File: config.mk
export PLATFORM = sky130hd
export DESIGN_NAME = dual_adc_power_mode_output_ctrl
export DESIGN_NICKNAME = d
export VERILOG_FILES = /design/src/dual_adc_ctrl_pkg.sv /design/src/dual_adc_power_mode_output_ctrl.sv
export SDC_FILE = /design/constraint.sdc
export NUM_CORES = 1
export LEC_CHECK = 0
export ABC_AREA = 1
export BUFFER_PORTS_ARGS = -buffer_cell sky130_fd_sc_hd__buf_2
export CAP_MARGIN = 20
export CORE_AREA = 2 2 79 111
export CTS_CLUSTER_DIAMETER = 200
export DETAILED_ROUTE_END_ITERATION = 16
export DIE_AREA = 0 0 81 113
export PLACE_DENSITY = 0.9
export SLEW_MARGIN = 20
export SYNTH_ARGS = -nofsm -noshare
export SYNTH_HDL_FRONTEND = slang
export SYNTH_SLANG_ARGS = --single-unit
export TNS_END_PERCENT = 10
File: constraint.sdc
create_clock -name clk_i -period 2 [get_ports clk_i]
set_clock_uncertainty 0.05 [all_clocks]
set_input_delay 0.4 -clock clk_i [delete_from_list [all_inputs] [get_ports clk_i]]
set_output_delay 0.4 -clock clk_i [all_outputs]
set_load 0.03 [all_outputs]
File: src/dual_adc_ctrl_pkg.sv
// Constants and types shared by the dual converter control block
`default_nettype none
package dual_adc_ctrl_pkg;
  localparam int CODE_W = 8;
  // Offset binary anchors: top, bipolar zero, bottom
  localparam logic [7:0] CODE_TOP = 8'hFF;
  localparam logic [7:0] CODE_MID = 8'h80;
  localparam logic [7:0] CODE_BOTTOM = 8'h00;
  // Sample clock is clk_i divided by two; latencies are in clk_i edges (half sample periods)
  localparam int LAT_FIRST_HALVES = 10;
  localparam int LAT_SECOND_HALVES = 11;
  // Mode pin synchroniser depth
  localparam int SYNC_STAGES = 2;
  // Mode age counter used by the checks
  localparam int AGE_W = 4;
  localparam logic [3:0] AGE_MAX = 4'hF;
  localparam logic [3:0] AGE_SETTLED = 4'hC;
  // Wake-up waits kept by the controller outside
  localparam int CLK_PERIOD_PS = 5000;
  localparam int WAKE_SHUTDOWN_NS = 20000;
  localparam int WAKE_STANDBY_PS = 5500000;
  localparam int WAKE_IDLE_NS = 5;
  localparam int WAKE_SHUTDOWN_CYC = (WAKE_SHUTDOWN_NS * 1000 + CLK_PERIOD_PS - 1) / CLK_PERIOD_PS;
  localparam int WAKE_STANDBY_CYC = (WAKE_STANDBY_PS + CLK_PERIOD_PS - 1) / CLK_PERIOD_PS;
  localparam int WAKE_IDLE_CYC = (WAKE_IDLE_NS * 1000 + CLK_PERIOD_PS - 1) / CLK_PERIOD_PS;
  // Mode code is {first select, second select}
  typedef enum logic [1:0] {
    MODE_SHUTDOWN = 2'b00,
    MODE_STANDBY = 2'b01,
    MODE_IDLE = 2'b10,
    MODE_NORMAL = 2'b11
  } power_mode_t;
endpackage
`default_nettype wire

File: src/dual_adc_power_mode_output_ctrl.sv
// Power mode decode, output multiplexing and offset binary coding of a dual 8-bit converter
`default_nettype none
//
// Contract
// - Output code is 8-bit offset binary.
// - Code equals 128 plus signed input steps.
// - Two static mode pins select four states.
// - Both low: shutdown, all off, outputs released.
// - Second high only: standby, converters off.
// - First high only: idle, outputs released.
// - Both high: normal, outputs driven.
// - Re-enabled outputs show last converted word.
// - Both sampled together; first rises, second falls.
// - Indicator high for first, low second.
// - Latency five and five and half cycles.
module dual_adc_power_mode_output_ctrl #(
  parameter int CODE_W = dual_adc_ctrl_pkg::CODE_W
) (
  input wire logic clk_i,
  input wire logic reset_n_i,
  input wire logic power_select_first_i,
  input wire logic power_select_second_i,
  input wire logic [CODE_W-1:0] sample_first_i,
  input wire logic [CODE_W-1:0] sample_second_i,
  output logic [CODE_W-1:0] output_code_bus_o,
  output logic output_code_bus_oe_n_o,
  output logic channel_first_o,
  output logic channel_first_oe_n_o,
  output logic adc_power_o,
  output logic reference_power_o,
  output logic clock_dist_power_o
);

  localparam int LAT_F = dual_adc_ctrl_pkg::LAT_FIRST_HALVES;
  localparam int LAT_S = dual_adc_ctrl_pkg::LAT_SECOND_HALVES;

  // Mode pins come from outside: two flip-flops before use
  logic [1:0] sel_meta_q;
  logic [1:0] sel_sync_q;
  dual_adc_ctrl_pkg::power_mode_t mode;

  always_ff @(posedge clk_i or negedge reset_n_i) begin
    if (!reset_n_i) begin
      sel_meta_q <= 2'h0;
      sel_sync_q <= 2'h0;
    end else begin
      sel_meta_q <= {power_select_first_i, power_select_second_i};
      sel_sync_q <= sel_meta_q;
    end
  end

  assign mode = dual_adc_ctrl_pkg::power_mode_t'(sel_sync_q);

  // Offset binary is the signed code with its sign bit inverted
  logic [CODE_W-1:0] enc_first;
  logic [CODE_W-1:0] enc_second;
  assign enc_first = {~sample_first_i[CODE_W-1], sample_first_i[CODE_W-2:0]};
  assign enc_second = {~sample_second_i[CODE_W-1], sample_second_i[CODE_W-2:0]};

  // Conversion pipelines, one stage per clk_i edge
  logic [CODE_W-1:0] first_pipe_q [0:LAT_F-1];
  logic [CODE_W-1:0] second_pipe_q [0:LAT_S-1];

  for (genvar i = 0; i < LAT_S; i++) begin : g_pipe
    always_ff @(posedge clk_i or negedge reset_n_i) begin
      if (!reset_n_i) begin
        second_pipe_q[i] <= dual_adc_ctrl_pkg::CODE_MID;
      end else begin
        second_pipe_q[i] <= (i == 0) ? enc_second : second_pipe_q[(i == 0) ? 0 : i - 1];
      end
    end
    if (i < LAT_F) begin : g_first
      always_ff @(posedge clk_i or negedge reset_n_i) begin
        if (!reset_n_i) begin
          first_pipe_q[i] <= dual_adc_ctrl_pkg::CODE_MID;
        end else begin
          first_pipe_q[i] <= (i == 0) ? enc_first : first_pipe_q[(i == 0) ? 0 : i - 1];
        end
      end
    end
  end

  // Output state
  logic phase_q;
  logic phase_d;
  logic [CODE_W-1:0] bus_q;
  logic [CODE_W-1:0] bus_d;
  logic chan_q;
  logic chan_d;
  logic oe_n_q;
  logic oe_n_d;
  logic adc_q;
  logic adc_d;
  logic ref_q;
  logic ref_d;
  logic clkd_q;
  logic clkd_d;
  logic [dual_adc_ctrl_pkg::AGE_W-1:0] age_q;
  logic [dual_adc_ctrl_pkg::AGE_W-1:0] age_d;
  dual_adc_ctrl_pkg::power_mode_t mode_q;

  always_comb begin
    // phase_q low means this edge is the rising sample clock edge
    phase_d = ~phase_q;
    bus_d = bus_q;
    chan_d = chan_q;
    adc_d = 1'b0;
    ref_d = 1'b0;
    clkd_d = 1'b0;
    oe_n_d = 1'b1;
    case (mode)
      dual_adc_ctrl_pkg::MODE_SHUTDOWN: begin
        oe_n_d = 1'b1;
      end
      dual_adc_ctrl_pkg::MODE_STANDBY: begin
        ref_d = 1'b1;
        clkd_d = 1'b1;
      end
      dual_adc_ctrl_pkg::MODE_IDLE: begin
        adc_d = 1'b1;
        ref_d = 1'b1;
        clkd_d = 1'b1;
      end
      dual_adc_ctrl_pkg::MODE_NORMAL: begin
        adc_d = 1'b1;
        ref_d = 1'b1;
        clkd_d = 1'b1;
        oe_n_d = 1'b0;
      end
      default: begin
        oe_n_d = 1'b1;
      end
    endcase
    // Words advance only once converters ran last cycle too, so a wake first re-shows the held word
    if (adc_d && adc_q) begin
      if (!phase_q) begin
        bus_d = first_pipe_q[LAT_F-1];
      end else begin
        bus_d = second_pipe_q[LAT_S-1];
      end
      chan_d = ~phase_q;
    end
    age_d = (mode != mode_q) ? '0 : ((age_q == dual_adc_ctrl_pkg::AGE_MAX) ? age_q : age_q + 4'h1);
  end

  always_ff @(posedge clk_i or negedge reset_n_i) begin
    if (!reset_n_i) begin
      phase_q <= 1'b0;
      bus_q <= dual_adc_ctrl_pkg::CODE_MID;
      chan_q <= 1'b0;
      oe_n_q <= 1'b1;
      adc_q <= 1'b0;
      ref_q <= 1'b0;
      clkd_q <= 1'b0;
      age_q <= '0;
      mode_q <= dual_adc_ctrl_pkg::MODE_SHUTDOWN;
    end else begin
      phase_q <= phase_d;
      bus_q <= bus_d;
      chan_q <= chan_d;
      oe_n_q <= oe_n_d;
      adc_q <= adc_d;
      ref_q <= ref_d;
      clkd_q <= clkd_d;
      age_q <= age_d;
      mode_q <= mode;
    end
  end

  assign output_code_bus_o = bus_q;
  assign output_code_bus_oe_n_o = oe_n_q;
  assign channel_first_o = chan_q;
  assign channel_first_oe_n_o = oe_n_q;
  assign adc_power_o = adc_q;
  assign reference_power_o = ref_q;
  assign clock_dist_power_o = clkd_q;

  logic settled_on;
  assign settled_on = (mode == mode_q) && adc_d && (age_q >= dual_adc_ctrl_pkg::AGE_SETTLED);
endmodule // dual_adc_power_mode_output_ctrl
`default_nettype wire

Yosys cells after proc, flatten, opt, wreduce, memory -nomap -nowiden
Index checks and enable logic that the tools add are counted.
{"block": "word_totals", "register_bits": 185, "in_bits": 20, "output_inout_bits": 14}
{"block": "op_classes", "eq_ne": 3, "n_mux": 4, "bitwise_logic": 3, "reduce_logical": 3}
{"cell": "8-bit two-way mux", "count": 1}
{"cell": "2-bit == test, second input constant", "count": 2}
{"cell": "1-bit two-way mux", "count": 3}
{"cell": "1-bit NOT", "count": 3}
{"cell": "3-bit OR reduction", "count": 1}
{"cell": "2-bit by 1-bit == test with 1-bit output, second input constant", "count": 1}
{"cell": "2-bit OR reduction", "count": 1}
{"cell": "1-bit logical AND", "count": 1}

Depth between registers and ports, before layout
Gate-level depths: netlist of run 1.
{"block": "depth", "word_depth": 4, "ltp_mapped": 6, "ltp_nobuf": 5}

Worst setup path after synthesis of run 1
No wires, ideal clock.
{"block": "synth_path", "path_type": "reg-to-output", "startpoint": "register oe_n_q (netlist: channel_first_oe_n_o)", "endpoint": "output output_code_bus_oe_n_o", "t_arrival_ns": 0.786, "slack_ns": 0.764, "path_stages_with_launch": 2, "path_buffers": 1, "path_cell_list": "dfstp_2 -> buf_4"}
{"item": "from (decl)", "line": "dual_adc_power_mode_output_ctrl.sv:90", "rtl": "logic oe_n_q;"}
{"item": "from (signal assigned)", "line": "dual_adc_power_mode_output_ctrl.sv:161", "rtl": "oe_n_q <= oe_n_d;"}
{"item": "to (decl)", "line": "dual_adc_power_mode_output_ctrl.sv:26", "rtl": "output logic output_code_bus_oe_n_o,"}
No word-level cell between the ends.

Worst setup path in the final report of run 1
{"block": "layout_path", "startpoint": "register bus_q[7] (netlist: output_code_bus_o[7])", "endpoint": "output output_code_bus_o[7]"}
{"item": "from (decl)", "line": "dual_adc_power_mode_output_ctrl.sv:86", "rtl": "logic [CODE_W-1:0] bus_q;"}
{"item": "from (signal assigned)", "line": "dual_adc_power_mode_output_ctrl.sv:149", "rtl": "bus_q <= dual_adc_ctrl_pkg::CODE_MID;"}
{"item": "from (signal assigned)", "line": "dual_adc_power_mode_output_ctrl.sv:159", "rtl": "bus_q <= bus_d;"}
{"item": "to (decl)", "line": "dual_adc_power_mode_output_ctrl.sv:25", "rtl": "output logic [CODE_W-1:0] output_code_bus_o,"}
No word-level cell between the ends.

==> qor_table.md, run 1 <==
| Item | Value | Unit |
|:---|:---|:---|
| Via density per instance | 4.75 | - |
| Antenna Violating Nets Remaining | 0 | - |
| Share of final-layout standard cells stronger than drive strength 1 | 33.3 | % |
| Area share of the largest cell type after synthesis | 81.8 | % |
| Number of synthesized register bits | 185 | - |
| Clock Root Buffer | sky130_fd_sc_hd__clkbuf_16 | - |
| Drt pass-1 iters | 4 | - |
| Hold Crit Start | sample_second_i[7] | - |
| Syn_area_per_cell | 20.1 | sq um |
| Max frequency | 0.635 | GHz |
| Cell count after synthesis | 247 | - |
| First-pass GRT wire length | 11600 | microns |
| Setup TNS | 0 | ps |
| Site row count | 39 | - |
| Worst endpoint data arrival time | 1130 | ps |
| Depth of the most critical reg-to-reg path | 4 | - |
| Power per cell area | 1300 | nW/um^2 |
| Width of the die | 81 | microns |
| Number of global-route vias before repair | 2244 | - |
| Depth of the CTS H-tree | 4 | - |
| Wire length per cell after detailed routing | 17.2 | microns |
| Final max-slew violation count | 0 | - |
| Total Die Area | 9150 | sq um |
| Iteration-0 DRC Markers | 219 | - |
| CTS buffer count | 17 | - |
| Critical path, cell by cell | buf_2 | - |
| Maximum fanout along the worst path | 2 | - |
| Number of violations of the max-capacitance limit | 0 | - |
| R2r endpoint | output_code_bus_o[1] | - |
| Reg2reg setup slack | 750 | ps |
| Result of the run | completed | - |
| Initial core utilization | 61.2 | % |
| Endpoints failing setup | 0 | - |
| Setup crit end kind | primary output | - |
| Worst supply voltage drop on vdd | 1150 | uV |
| Final hold viol count | 0 | - |
| Post-synthesis instance area | 4960 | sq um |
| Sequential cell area | 4660 | sq um |
| Max-slew headroom | 61.9 | % |
| Top-count cell post-synth | sky130_fd_sc_hd__dfrtp_1 | - |
| Largest net degree at the start of global routing | 53 | - |
| Total global routing track utilization | 18.8 | % |
| Maximum clock path buffer count | 2 | - |
| GRT overflow | 0 | - |
| Family of cells with the greatest summed delay on the critical path | flip-flops | - |
| Slowest Stage Delay on Critical Path | 530 | ps |
| Combined area of the multi-input logic cells | 231 | sq um |
| Seq/Total Area, Yosys | 93.9 | % |
| Weighted congestion reported at the end of routability-driven placement | 0.658 | - |
| Insertion delay to the later sink of the worst-skew pair | 410 | ps |
| Residual DRC count | 0 | - |
| R2R Path Start | phase_q | - |
| Depth of the worst hold-timing path | 2 | - |
| Worst setup slack after layout | 425 | ps |
| Filler instances | 456 | - |
| HPWL after DPL | 3800 | microns |
| Final clock period utilization by the worst path | 78.8 | % |
| Warnings from Yosys | 0 | - |
| Synth unique cells | 12 | - |
| Layout Area Growth over Synthesis | 19.3 | % |
| Number of antenna violations at the first check in global routing | 0 | - |
| Fraction of registers with async set or reset after synthesis | 100 | % |
| Worst Hold Slack | 39.8 | ps |
| PnR Total Power | 7.70 | mW |
| Fraction of the core area covered by cells at the end of the flow | 73.0 | % |
| Total number of vias | 1966 | - |
| Type of element launching the critical path | flop | - |
| Number of enable flip-flop cells after synthesis | 0 | - |
| Total core area | 8100 | sq um |
| Buffers inserted by post-CTS timing repair | 0 | - |
| Clock Pin Slew Worst Setup and Hold Paths | 60 | ps |
| Area leader, netlist | sky130_fd_sc_hd__dfrtp_1 | - |
| CTS tree | done | - |
| Layout net count | 319 | - |
| WP buf/inv | 1 | - |
| Leading post-synthesis cells by instance count | sky130_fd_sc_hd__dfrtp_1 (162), sky130_fd_sc_hd__nand2_1 (41), sky130_fd_sc_hd__dfstp_2 (23) | - |
| Leak pwr | 2.77 | nW |
| Terminating pin of the worst hold path | second_pipe_q[87] | - |
| Total Wirelength | 7110 | microns |
| # diodes | 0 | - |
| Worst slew pin tran | 572 | ps |
| Synthesized net count | 267 | - |
| DP Worst Slack | 827 | ps |
| Most frequently used flop master after synthesis | sky130_fd_sc_hd__dfrtp_1 | - |
| Worst min-delay path category | primary input to flop | - |
| Buffers added on ports | 33 | - |
| I/O pin count | 34 | - |
| Unrepaired setup endpoints after global routing | no | - |
| Die outline height | 113 | microns |
| Most area-consuming cells after synthesis | sky130_fd_sc_hd__dfrtp_1 (82%), sky130_fd_sc_hd__dfstp_2 (12%), sky130_fd_sc_hd__nand2_1 (3.1%), sky130_fd_sc_hd__nand2_2 (1.3%), sky130_fd_sc_hd__buf_6 (0.45%) | - |
| Slowest CP cell | sky130_fd_sc_hd__dfstp_2 | - |
| Clk sink count | 185 | - |
| Crit Path Category | flop to primary output | - |
| Min Tclk post-route | 1580 | ps |
| Required arrival time at the worst endpoint | 1550 | ps |
[cell type report]
| class | instances | area share (%) |
|---|---|---|
| Sequential cell | 185 | 78.8 |
| Timing Repair Buffer | 38 | 4.21 |
| Inverter | 4 | 0.465 |
| Tap cell | 102 | 2.16 |
| Multi-Input combinational cell | 53 | 3.91 |
| Clock inverter | 12 | 2.94 |
| Clock buffer | 20 | 7.55 |
[report_power, final]
group          switching (mW)  internal [mW]  leakage [nW]
Combinational           0.171         0.0637         0.348
Sequential             0.0761           3.96          2.13
Clock                    1.31           2.12         0.292
[placed cells by master (no fill, tap or decap)]
master	n
sky130_fd_sc_hd__buf_12	3
sky130_fd_sc_hd__buf_2	32
sky130_fd_sc_hd__buf_4	1
sky130_fd_sc_hd__buf_6	1
sky130_fd_sc_hd__bufinv_16	4
sky130_fd_sc_hd__clkbuf_1	2
sky130_fd_sc_hd__clkbuf_16	17
sky130_fd_sc_hd__clkbuf_8	1
sky130_fd_sc_hd__clkinv_2	3
sky130_fd_sc_hd__clkinv_4	1
sky130_fd_sc_hd__clkinvlp_4	4
sky130_fd_sc_hd__dfrtp_1	162
sky130_fd_sc_hd__dfstp_2	23
sky130_fd_sc_hd__dlygate4sd3_1	1
sky130_fd_sc_hd__inv_1	2
sky130_fd_sc_hd__inv_12	1
sky130_fd_sc_hd__inv_2	1
sky130_fd_sc_hd__nand2_1	41
sky130_fd_sc_hd__nand2_2	10
sky130_fd_sc_hd__o21ai_2	1
sky130_fd_sc_hd__or2_2	1
[through the flow]
stage               instances  instance area, sq um
detailed placement        381                  5280
floorplan                 247                  4960
CTS                       414                  5910
finish                    414                  5910
global route              414                  5910
global placement          381                  5280
[routing by layer]
layer	GRT usage (%)	vias to the layer above	wire length (microns)
li1	-	857	-
met1	19.4	1040	2510
met2	33.8	58	4280
met3	5.74	11	236
met4	8.81	0	81
met5	0	-	0
[repair_timing]
| action | in CTS | in global routing |
|---|---|---|
| endpoints found under the hold margin | 36 | 0 |
| hold buffers | 1 | 0 |
| resized for setup | 0 | 0 |
[sequential cells by signal, indices dropped and copies added (netlist names)]
| register | cells |
|---|---|
| second_pipe_q | 88 |
| mode | 2 |
| channel_first_o | 1 |
| adc_power_o | 1 |
| sel_meta_q | 2 |
| first_pipe_q | 80 |
| output_code_bus_o | 8 |
| reference_power_o | 1 |
| channel_first_oe_n_o | 1 |
| phase_q | 1 |
[logic make-up after synthesis]
kind of cell	share of synthesized area (%)
AO/OA/AOI/OAI	0.177
buffers and inverters	1.39
flip-flops	93.9
AND/OR/NAND/NOR	4.49
[worst max-delay path by stage]
stage	from	to	cells after the start
finish	output_code_bus_o[7]	output_code_bus_o[7]	1
global route	output_code_bus_o[7]	output_code_bus_o[7]	1
CTS	channel_first_oe_n_o	output_code_bus_oe_n_o	1
detailed placement	phase_q	output_code_bus_o[4]	5
global placement	output_code_bus_o[7]	output_code_bus_o[7]	1
floorplan	channel_first_oe_n_o	output_code_bus_oe_n_o	1
(Power assumes the default switching activity.)
==> run 2: changes to the inputs <==
Settings changed: CORE_AREA 2 2 79 111 to 2 2 82 116, DIE_AREA 0 0 81 113 to 0 0 84 118, PLACE_DENSITY 0.9 to 0.85.
Clock period 2 ns to 1.53 ns, I/O delays scaled along.
==> run 2 against run 1 <==
Compared with the run above: via count rose by 1.3%; cell count increased by 5.8%; sequential share of layout area is 1.5 points lower; sequential power increased by 30%; design area rose by 1.9%; first-iteration DRC count fell by 54%; global-route usage is 4.0 points lower; largest cell class unchanged; highest routed layer unchanged.
==> qor_table.md, run 2 (synthesized netlist as in run 1, its figures left out) <==
| Item | Value | Unit | Delta |
|:---|:---|:---|:---|
| Result of the run | completed | - | unchanged |
| Die outline height | 118 | microns | was 113 microns |
| Total number of vias | 1991 | - | was 1966 |
| Unrepaired setup endpoints after global routing | no | - | unchanged |
| Critical path, cell by cell | buf_2 | - | unchanged |
| Min Tclk post-route | 1470 | ps |  |
| Number of antenna violations at the first check in global routing | 0 | - | unchanged |
| Type of element launching the critical path | flop | - | unchanged |
| Fraction of the core area covered by cells at the end of the flow | 67.9 | % | was 73.0% |
| Maximum fanout along the worst path | 2 | - | unchanged |
| Clock Root Buffer | sky130_fd_sc_hd__clkbuf_16 | - | unchanged |
| # diodes | 0 | - | unchanged |
| Max frequency | 0.681 | GHz |  |
| Setup TNS | 0 | ps | unchanged |
| Depth of the worst hold-timing path | 0 | - | was 2 |
| Worst slew pin tran | 559 | ps | was 572 ps |
| Wire length per cell after detailed routing | 14.6 | microns | was 17.2 microns |
| Total Wirelength | 6410 | microns | was 7110 microns |
| Total global routing track utilization | 14.8 | % | was 18.8% |
| Layout Area Growth over Synthesis | 21.5 | % | was 19.3% |
| CTS tree | done | - | unchanged |
| Leak pwr | 2.82 | nW | was 2.77 nW |
| Logic depth of the worst path, buffers included | 1 | - | unchanged |
| Clk sink count | 185 | - | unchanged |
| Depth of the CTS H-tree | 4 | - | unchanged |
| Most used cells in the layout excluding fill and tap cells | sky130_fd_sc_hd__dfrtp_1 (162), sky130_fd_sc_hd__nand2_1 (41), sky130_fd_sc_hd__buf_2 (32) | - | unchanged |
| Antenna Violating Nets Remaining | 0 | - | unchanged |
| Slowest CP cell | sky130_fd_sc_hd__dfstp_2 | - | unchanged |
| Drt pass-1 iters | 4 | - | unchanged |
| Crit Path Category | flop to primary output | - | unchanged |
| GRT overflow | 0 | - | unchanged |
| Share of final-layout standard cells stronger than drive strength 1 | 31.7 | % | was 33.3% |
| Endpoints failing setup | 0 | - | unchanged |
| Weighted congestion reported at the end of routability-driven placement | 0.761 | - | was 0.658 |
| Max reg flops | 88 | - | unchanged |
| Layout net count | 338 | - | was 319 |
| Power per cell area | 1580 | nW/um^2 | was 1300 nW/um^2 |
| Number of buffers inserted by hold repair at cts | 19 | - | was 1 |
| Total core area | 8870 | sq um | was 8100 sq um |
| Insertion delay to the later sink of the worst-skew pair | 410 | ps | about the same |
| Buffers inserted by post-CTS timing repair | 0 | - | unchanged |
| CTS buffer count | 17 | - | unchanged |
| Family of cells with the greatest summed delay on the critical path | flip-flops | - | unchanged |
| Setup crit end kind | primary output | - | unchanged |
| Width of the die | 84 | microns | was 81 microns |
| Final clock period utilization by the worst path | 96.0 | % |  |
| Depth of the most critical reg-to-reg path | 5 | - | was 4 |
| Register bank with the most flops | second_pipe_q | - | unchanged |
| Site row count | 41 | - | was 39 |
| Final design instance area without fill | 6030 | sq um | was 5910 sq um |
| Leading cell type in the layout, fill and taps excluded | sky130_fd_sc_hd__dfrtp_1 | - | unchanged |
| Buffers added on ports | 33 | - | unchanged |
| Final max-slew violation count | 0 | - | unchanged |
| Number of violations of the max-capacitance limit | 0 | - | unchanged |
| Required arrival time at the worst endpoint | 1170 | ps | was 1550 ps |
| Worst supply voltage drop on vdd | 1500 | uV | was 1150 uV |
| I/O pin count | 34 | - | unchanged |
| Post-DP Area | 5300 | sq um | was 5280 sq um |
| Total Die Area | 9910 | sq um | was 9150 sq um |
| Clock Pin Slew Worst Setup and Hold Paths | 70 | ps | was 60 ps |
| Maximum clock path buffer count | 2 | - | unchanged |
| Hold Crit Start | first_pipe_q[19] | - | was sample_second_i[7] |
| WP buf/inv | 1 | - | unchanged |
| Max-slew headroom | 62.7 | % | was 61.9% |
| Iteration-0 DRC Markers | 101 | - | was 219 |
| Via density per instance | 4.55 | - | was 4.75 |
| HPWL after DPL | 3300 | microns | was 3800 microns |
| Number of global-route vias before repair | 2248 | - | was 2244 |
| Residual DRC count | 0 | - | unchanged |
| Largest net degree at the start of global routing | 50 | - | was 53 |
| Final hold viol count | 0 | - | unchanged |
| R2R Path Start | phase_q | - | unchanged |
| Reg2reg setup slack | 340 | ps | was 750 ps |
| Terminating pin of the worst hold path | first_pipe_q[11] | - | was second_pipe_q[87] |
| Slowest Stage Delay on Critical Path | 520 | ps | was 530 ps |
| Initial core utilization | 55.9 | % | was 61.2% |
| Worst endpoint data arrival time | 1110 | ps | was 1130 ps |
| Worst min-delay path category | flop to flop | - | was primary input to flop |
| R2r endpoint | output_code_bus_o[6] | - | was output_code_bus_o[1] |
| # resized after CTS | 0 | - | unchanged |
| First-pass GRT wire length | 10700 | microns | was 11600 microns |
[run 2: per-layer routing]
metal	wire length, microns	track usage, %	vias up
met4	105	8.77	0
li1	-	-	897
met3	243	4.49	10
met2	3690	25.7	54
met5	0	0	-
met1	2370	15.8	1030
[run 2: how the worst max path moves through the flow]
| stage | end | slack [ps] | start |
|---|---|---|---|
| final | output_code_bus_oe_n_o | 60 | channel_first_oe_n_o |
| after global routing | output_code_bus_o[7] | 30 | output_code_bus_o[7] |
| after CTS | output_code_bus_oe_n_o | 40 | channel_first_oe_n_o |
| after detailed placement | output_code_bus_o[6] | 370 | phase_q |
| after global placement | output_code_bus_o[2] | 460 | phase_q |
| after floorplan | output_code_bus_oe_n_o | 390 | channel_first_oe_n_o |
[run 2: through the flow]
| stage | setup slack (ps) | cells | power (mW) | hold slack (ps) |
|---|---|---|---|---|
| final | 61.6 | 438 | 9.50 | 295 |
| after global routing | 25.3 | 438 | 9.88 | 301 |
| after CTS | 39.1 | 438 | 9.61 | 295 |
| after detailed placement | 367 | 387 | 5.66 | 192 |
| after global placement | 460 | 387 | 5.62 | 184 |
| after floorplan | 388 | 247 | 5.45 | -39.6 |
[run 2: report_power, final]
group	switching (mW)	total (mW)	internal [mW]
clock network	1.76	3.90	2.14
registers	0.0877	5.27	5.18
logic	0.223	0.338	0.115
[run 2: layout make-up]
type / count / area (sq um)
sequential: 185 / 4660
fill: 522 / 2850
clock buffer: 20 / 447
timing repair buffer: 57 / 437
multi-input combinational: 53 / 231
tap: 107 / 134
clock inverter: 12 / 91.3
inverter: 4 / 27.5
==> run 3: changes to the inputs <==
Settings changed: CORE_AREA 2 2 82 116 to 2 2 93 131, DIE_AREA 0 0 84 118 to 0 0 95 133, PLACE_DENSITY 0.85 to 0.7.
==> run 3 against run 2 <==
Compared with the run above: non-clock buffer count stayed put; utilization is 15 points lower; via count decreased by 1.1%; count of clock-buffer cells in the layout is 2 lower; cell count is 9.1% higher; clock power increased by 5%; worst hold slack got worse by 5.7 ps; register-to-register slack better by 50 ps; die area increased by 27%; combinational power is essentially flat; wire length fell by 4.2%; global-route usage decreased by 3.2 points.
==> qor_table.md, run 3 (synthesized netlist as in run 1, its figures left out) <==
| Item | Value | Unit | Delta |
|:---|:---|:---|:---|
| Filler instances | 874 | - | was 522 |
| Clock Root Buffer | sky130_fd_sc_hd__clkbuf_16 | - | unchanged |
| Most used cells in the layout excluding fill and tap cells | sky130_fd_sc_hd__dfrtp_1 (162), sky130_fd_sc_hd__nand2_1 (41), sky130_fd_sc_hd__buf_2 (30) | - | was sky130_fd_sc_hd__dfrtp_1 (162), sky130_fd_sc_hd__nand2_1 (41), sky130_fd_sc_hd__buf_2 (32) |
| Buffers added on ports | 33 | - | unchanged |
| Routed wl met2 | 3330 | microns | was 3690 microns |
| Depth of the CTS H-tree | 4 | - | unchanged |
| First-pass GRT wire length | 10600 | microns | was 10700 microns |
| Register bank with the most flops | second_pipe_q | - | unchanged |
| Number of antenna violations at the first check in global routing | 0 | - | unchanged |
| PnR Total Power | 9.69 | mW | was 9.50 mW |
| Met1 wire length | 2450 | microns | was 2370 microns |
| CTS buffer count | 17 | - | unchanged |
| Crit Path Category | flop to primary output | - | unchanged |
| Setup crit end kind | primary output | - | unchanged |
| Family of cells with the greatest summed delay on the critical path | flip-flops | - | unchanged |
| Max frequency | 0.676 | GHz | was 0.681 GHz |
| Maximum fanout along the worst path | 2 | - | unchanged |
| Sequential group share of total power | 54.3 | % | was 55.4% |
| Wire length on met3 | 267 | microns | was 243 microns |
| Slowest CP cell | sky130_fd_sc_hd__dfstp_2 | - | unchanged |
| Final max-slew violation count | 0 | - | unchanged |
| Required arrival time at the worst endpoint | 1170 | ps | about the same |
| Switching Fraction | 21.8 | % | about the same |
| Sequential cell area | 4660 | sq um | unchanged |
| Max reg flops | 88 | - | unchanged |
| # diodes | 0 | - | unchanged |
| R2R Path Start | phase_q | - | unchanged |
| Die outline height | 133 | microns | was 118 microns |
| Reg2reg setup slack | 390 | ps | was 340 ps |
| Combined area of the multi-input logic cells | 231 | sq um | unchanged |
| Post-DP Area | 5350 | sq um | was 5300 sq um |
| Total Die Area | 12600 | sq um | was 9910 sq um |
| Endpoints failing setup | 0 | - | unchanged |
| Number of global-route vias before repair | 2227 | - | was 2248 |
| Worst setup slack after layout | 50.8 | ps | was 61.6 ps |
| Hold Crit Start | first_pipe_q[9] | - | was first_pipe_q[19] |
| Wire length per cell after detailed routing | 12.9 | microns | was 14.6 microns |
| Initial core utilization | 42.8 | % | was 55.9% |
| Combinational group share of total power | 3.5 | % | was 3.6% |
| Width of the die | 95 | microns | was 84 microns |
| Power per cell area | 1590 | nW/um^2 | was 1580 nW/um^2 |
| HPWL after DPL | 3040 | microns | was 3300 microns |
| Type of element launching the critical path | flop | - | unchanged |
| Result of the run | completed | - | unchanged |
| Depth of the worst hold-timing path | 0 | - | unchanged |
| Terminating pin of the worst hold path | first_pipe_q[1] | - | was first_pipe_q[11] |
| Min Tclk post-route | 1480 | ps | was 1470 ps |
| Weighted congestion reported at the end of routability-driven placement | 0.677 | - | was 0.761 |
| CTS tree | done | - | unchanged |
| Slowest Stage Delay on Critical Path | 530 | ps | was 520 ps |
| Critical path, cell by cell | buf_2 | - | unchanged |
| Clock Pin Slew Worst Setup and Hold Paths | 70 | ps | about the same |
| Total core area | 11600 | sq um | was 8870 sq um |
| Antenna Violating Nets Remaining | 0 | - | unchanged |
| R2r endpoint | output_code_bus_o[2] | - | was output_code_bus_o[6] |
| Worst supply voltage drop on vdd | 1080 | uV | was 1500 uV |
| Reported net switching power | 2.12 | mW | was 2.07 mW |
| Maximum clock path buffer count | 2 | - | unchanged |
| Site row count | 47 | - | was 41 |
| Worst min-delay path category | flop to flop | - | unchanged |
| Max-slew headroom | 64.6 | % | was 62.7% |
| WP buf/inv | 1 | - | unchanged |
| Placed cells | 427 | - | was 387 |
| Final design instance area without fill | 6110 | sq um | was 6030 sq um |
| Final hold viol count | 0 | - | unchanged |
| Cell internal power dissipation | 7.57 | mW | was 7.43 mW |
| Residual DRC count | 0 | - | unchanged |
| Drt pass-1 iters | 4 | - | unchanged |
| Total number of vias | 1970 | - | was 1991 |
| Final clock period utilization by the worst path | 96.7 | % | was 96.0% |
| Iteration-0 DRC Markers | 100 | - | was 101 |
| Depth of the most critical reg-to-reg path | 5 | - | unchanged |
| Worst endpoint data arrival time | 1120 | ps | was 1110 ps |
| Layout net count | 338 | - | unchanged |
| Unrepaired setup endpoints after global routing | no | - | unchanged |
| Leading cell type in the layout, fill and taps excluded | sky130_fd_sc_hd__dfrtp_1 | - | unchanged |
| Insertion delay to the later sink of the worst-skew pair | 410 | ps | about the same |
| Via density per instance | 4.12 | - | was 4.55 |
| I/O pin count | 34 | - | unchanged |
| Number of violations of the max-capacitance limit | 0 | - | unchanged |
| Setup TNS | 0 | ps | unchanged |
| Top layer reached by signal wires | met4 | - | unchanged |
| Share of final-layout standard cells stronger than drive strength 1 | 32.0 | % | was 31.7% |
| Count of non-filler cells in the finished layout | 478 | - | was 438 |
| Largest net degree at the start of global routing | 48 | - | was 50 |
| Total Wirelength | 6150 | microns | was 6410 microns |
| Leak pwr | 2.83 | nW | was 2.82 nW |
| Total global routing track utilization | 11.7 | % | was 14.8% |
| Clock network fraction of design power | 42.2 | % | was 41.0% |
| Worst slew pin tran | 531 | ps | was 559 ps |
| Clk sink count | 185 | - | unchanged |
| DP Worst Slack | 406 | ps | was 367 ps |
| GRT overflow | 0 | - | unchanged |
| Layout Area Growth over Synthesis | 23.2 | % | was 21.5% |
[run 3: worst reg2reg max path, cell delays in order (launching register included)]
cell and delay [ps]:
sky130_fd_sc_hd__dfrtp_1 680, sky130_fd_sc_hd__inv_12 70, sky130_fd_sc_hd__nand2_2 80, sky130_fd_sc_hd__nand2_1 50
sky130_fd_sc_hd__nand2_1 50, sky130_fd_sc_hd__nand2_1 40
[run 3: how the worst max path moves through the flow]
stage,start,endpoint,cells after the start,slack (ps)
detailed placement,phase_q,output_code_bus_o[5],5,410
floorplan,channel_first_oe_n_o,output_code_bus_oe_n_o,1,390
global route,channel_first_oe_n_o,channel_first_oe_n_o,1,0.5
CTS,channel_first_oe_n_o,output_code_bus_oe_n_o,1,20
finish,output_code_bus_o[7],output_code_bus_o[7],1,50
global placement,phase_q,output_code_bus_o[5],5,460
[run 3: area by class of cell]
type,count,area share [%]
inverters,4,0.451
flip-flops and latches,185,76.3
clock inverters,14,2.21
repair buffers,57,7.23
well taps,147,3.01
multi-input cells,53,3.79
clock buffers,18,7.03
[run 3: routing by layer]
metal / vias to the layer above / track usage [%]
met5: - / 0
met4: 0 / 5.07
met3: 12 / 5.13
met2: 46 / 19.4
met1: 1011 / 12.8
li1: 901 / -
[run 3: stage by stage]
stage          hold WS [ps]  util (%)
2_1_floorplan         -39.6         -
3_3_place_gp            195      46.2
3_5_place_dp            197      46.2
4_1_cts                 294      52.7
5_1_grt                 301      52.7
6_report                289      52.7
[run 3: repair_timing]
item | 4_1_cts | 5_1_grt
resized for setup | 0 | 2
endpoints found under the hold margin | 45 | 0
endpoints found under the setup margin | 0 | 2
hold buffers | 19 | 0
buffers inserted | 0 | 0
[run 3: power groups by stage]
stage | sequential (mW) | combinational [mW] | clock (mW)
finish | 5.27 | 0.336 | 4.09
global placement | 5.33 | 0.294 | 0
floorplan | 5.39 | 0.0571 | 0
detailed placement | 5.35 | 0.304 | 0
global route | 5.29 | 0.384 | 4.43
CTS | 5.27 | 0.344 | 4.20
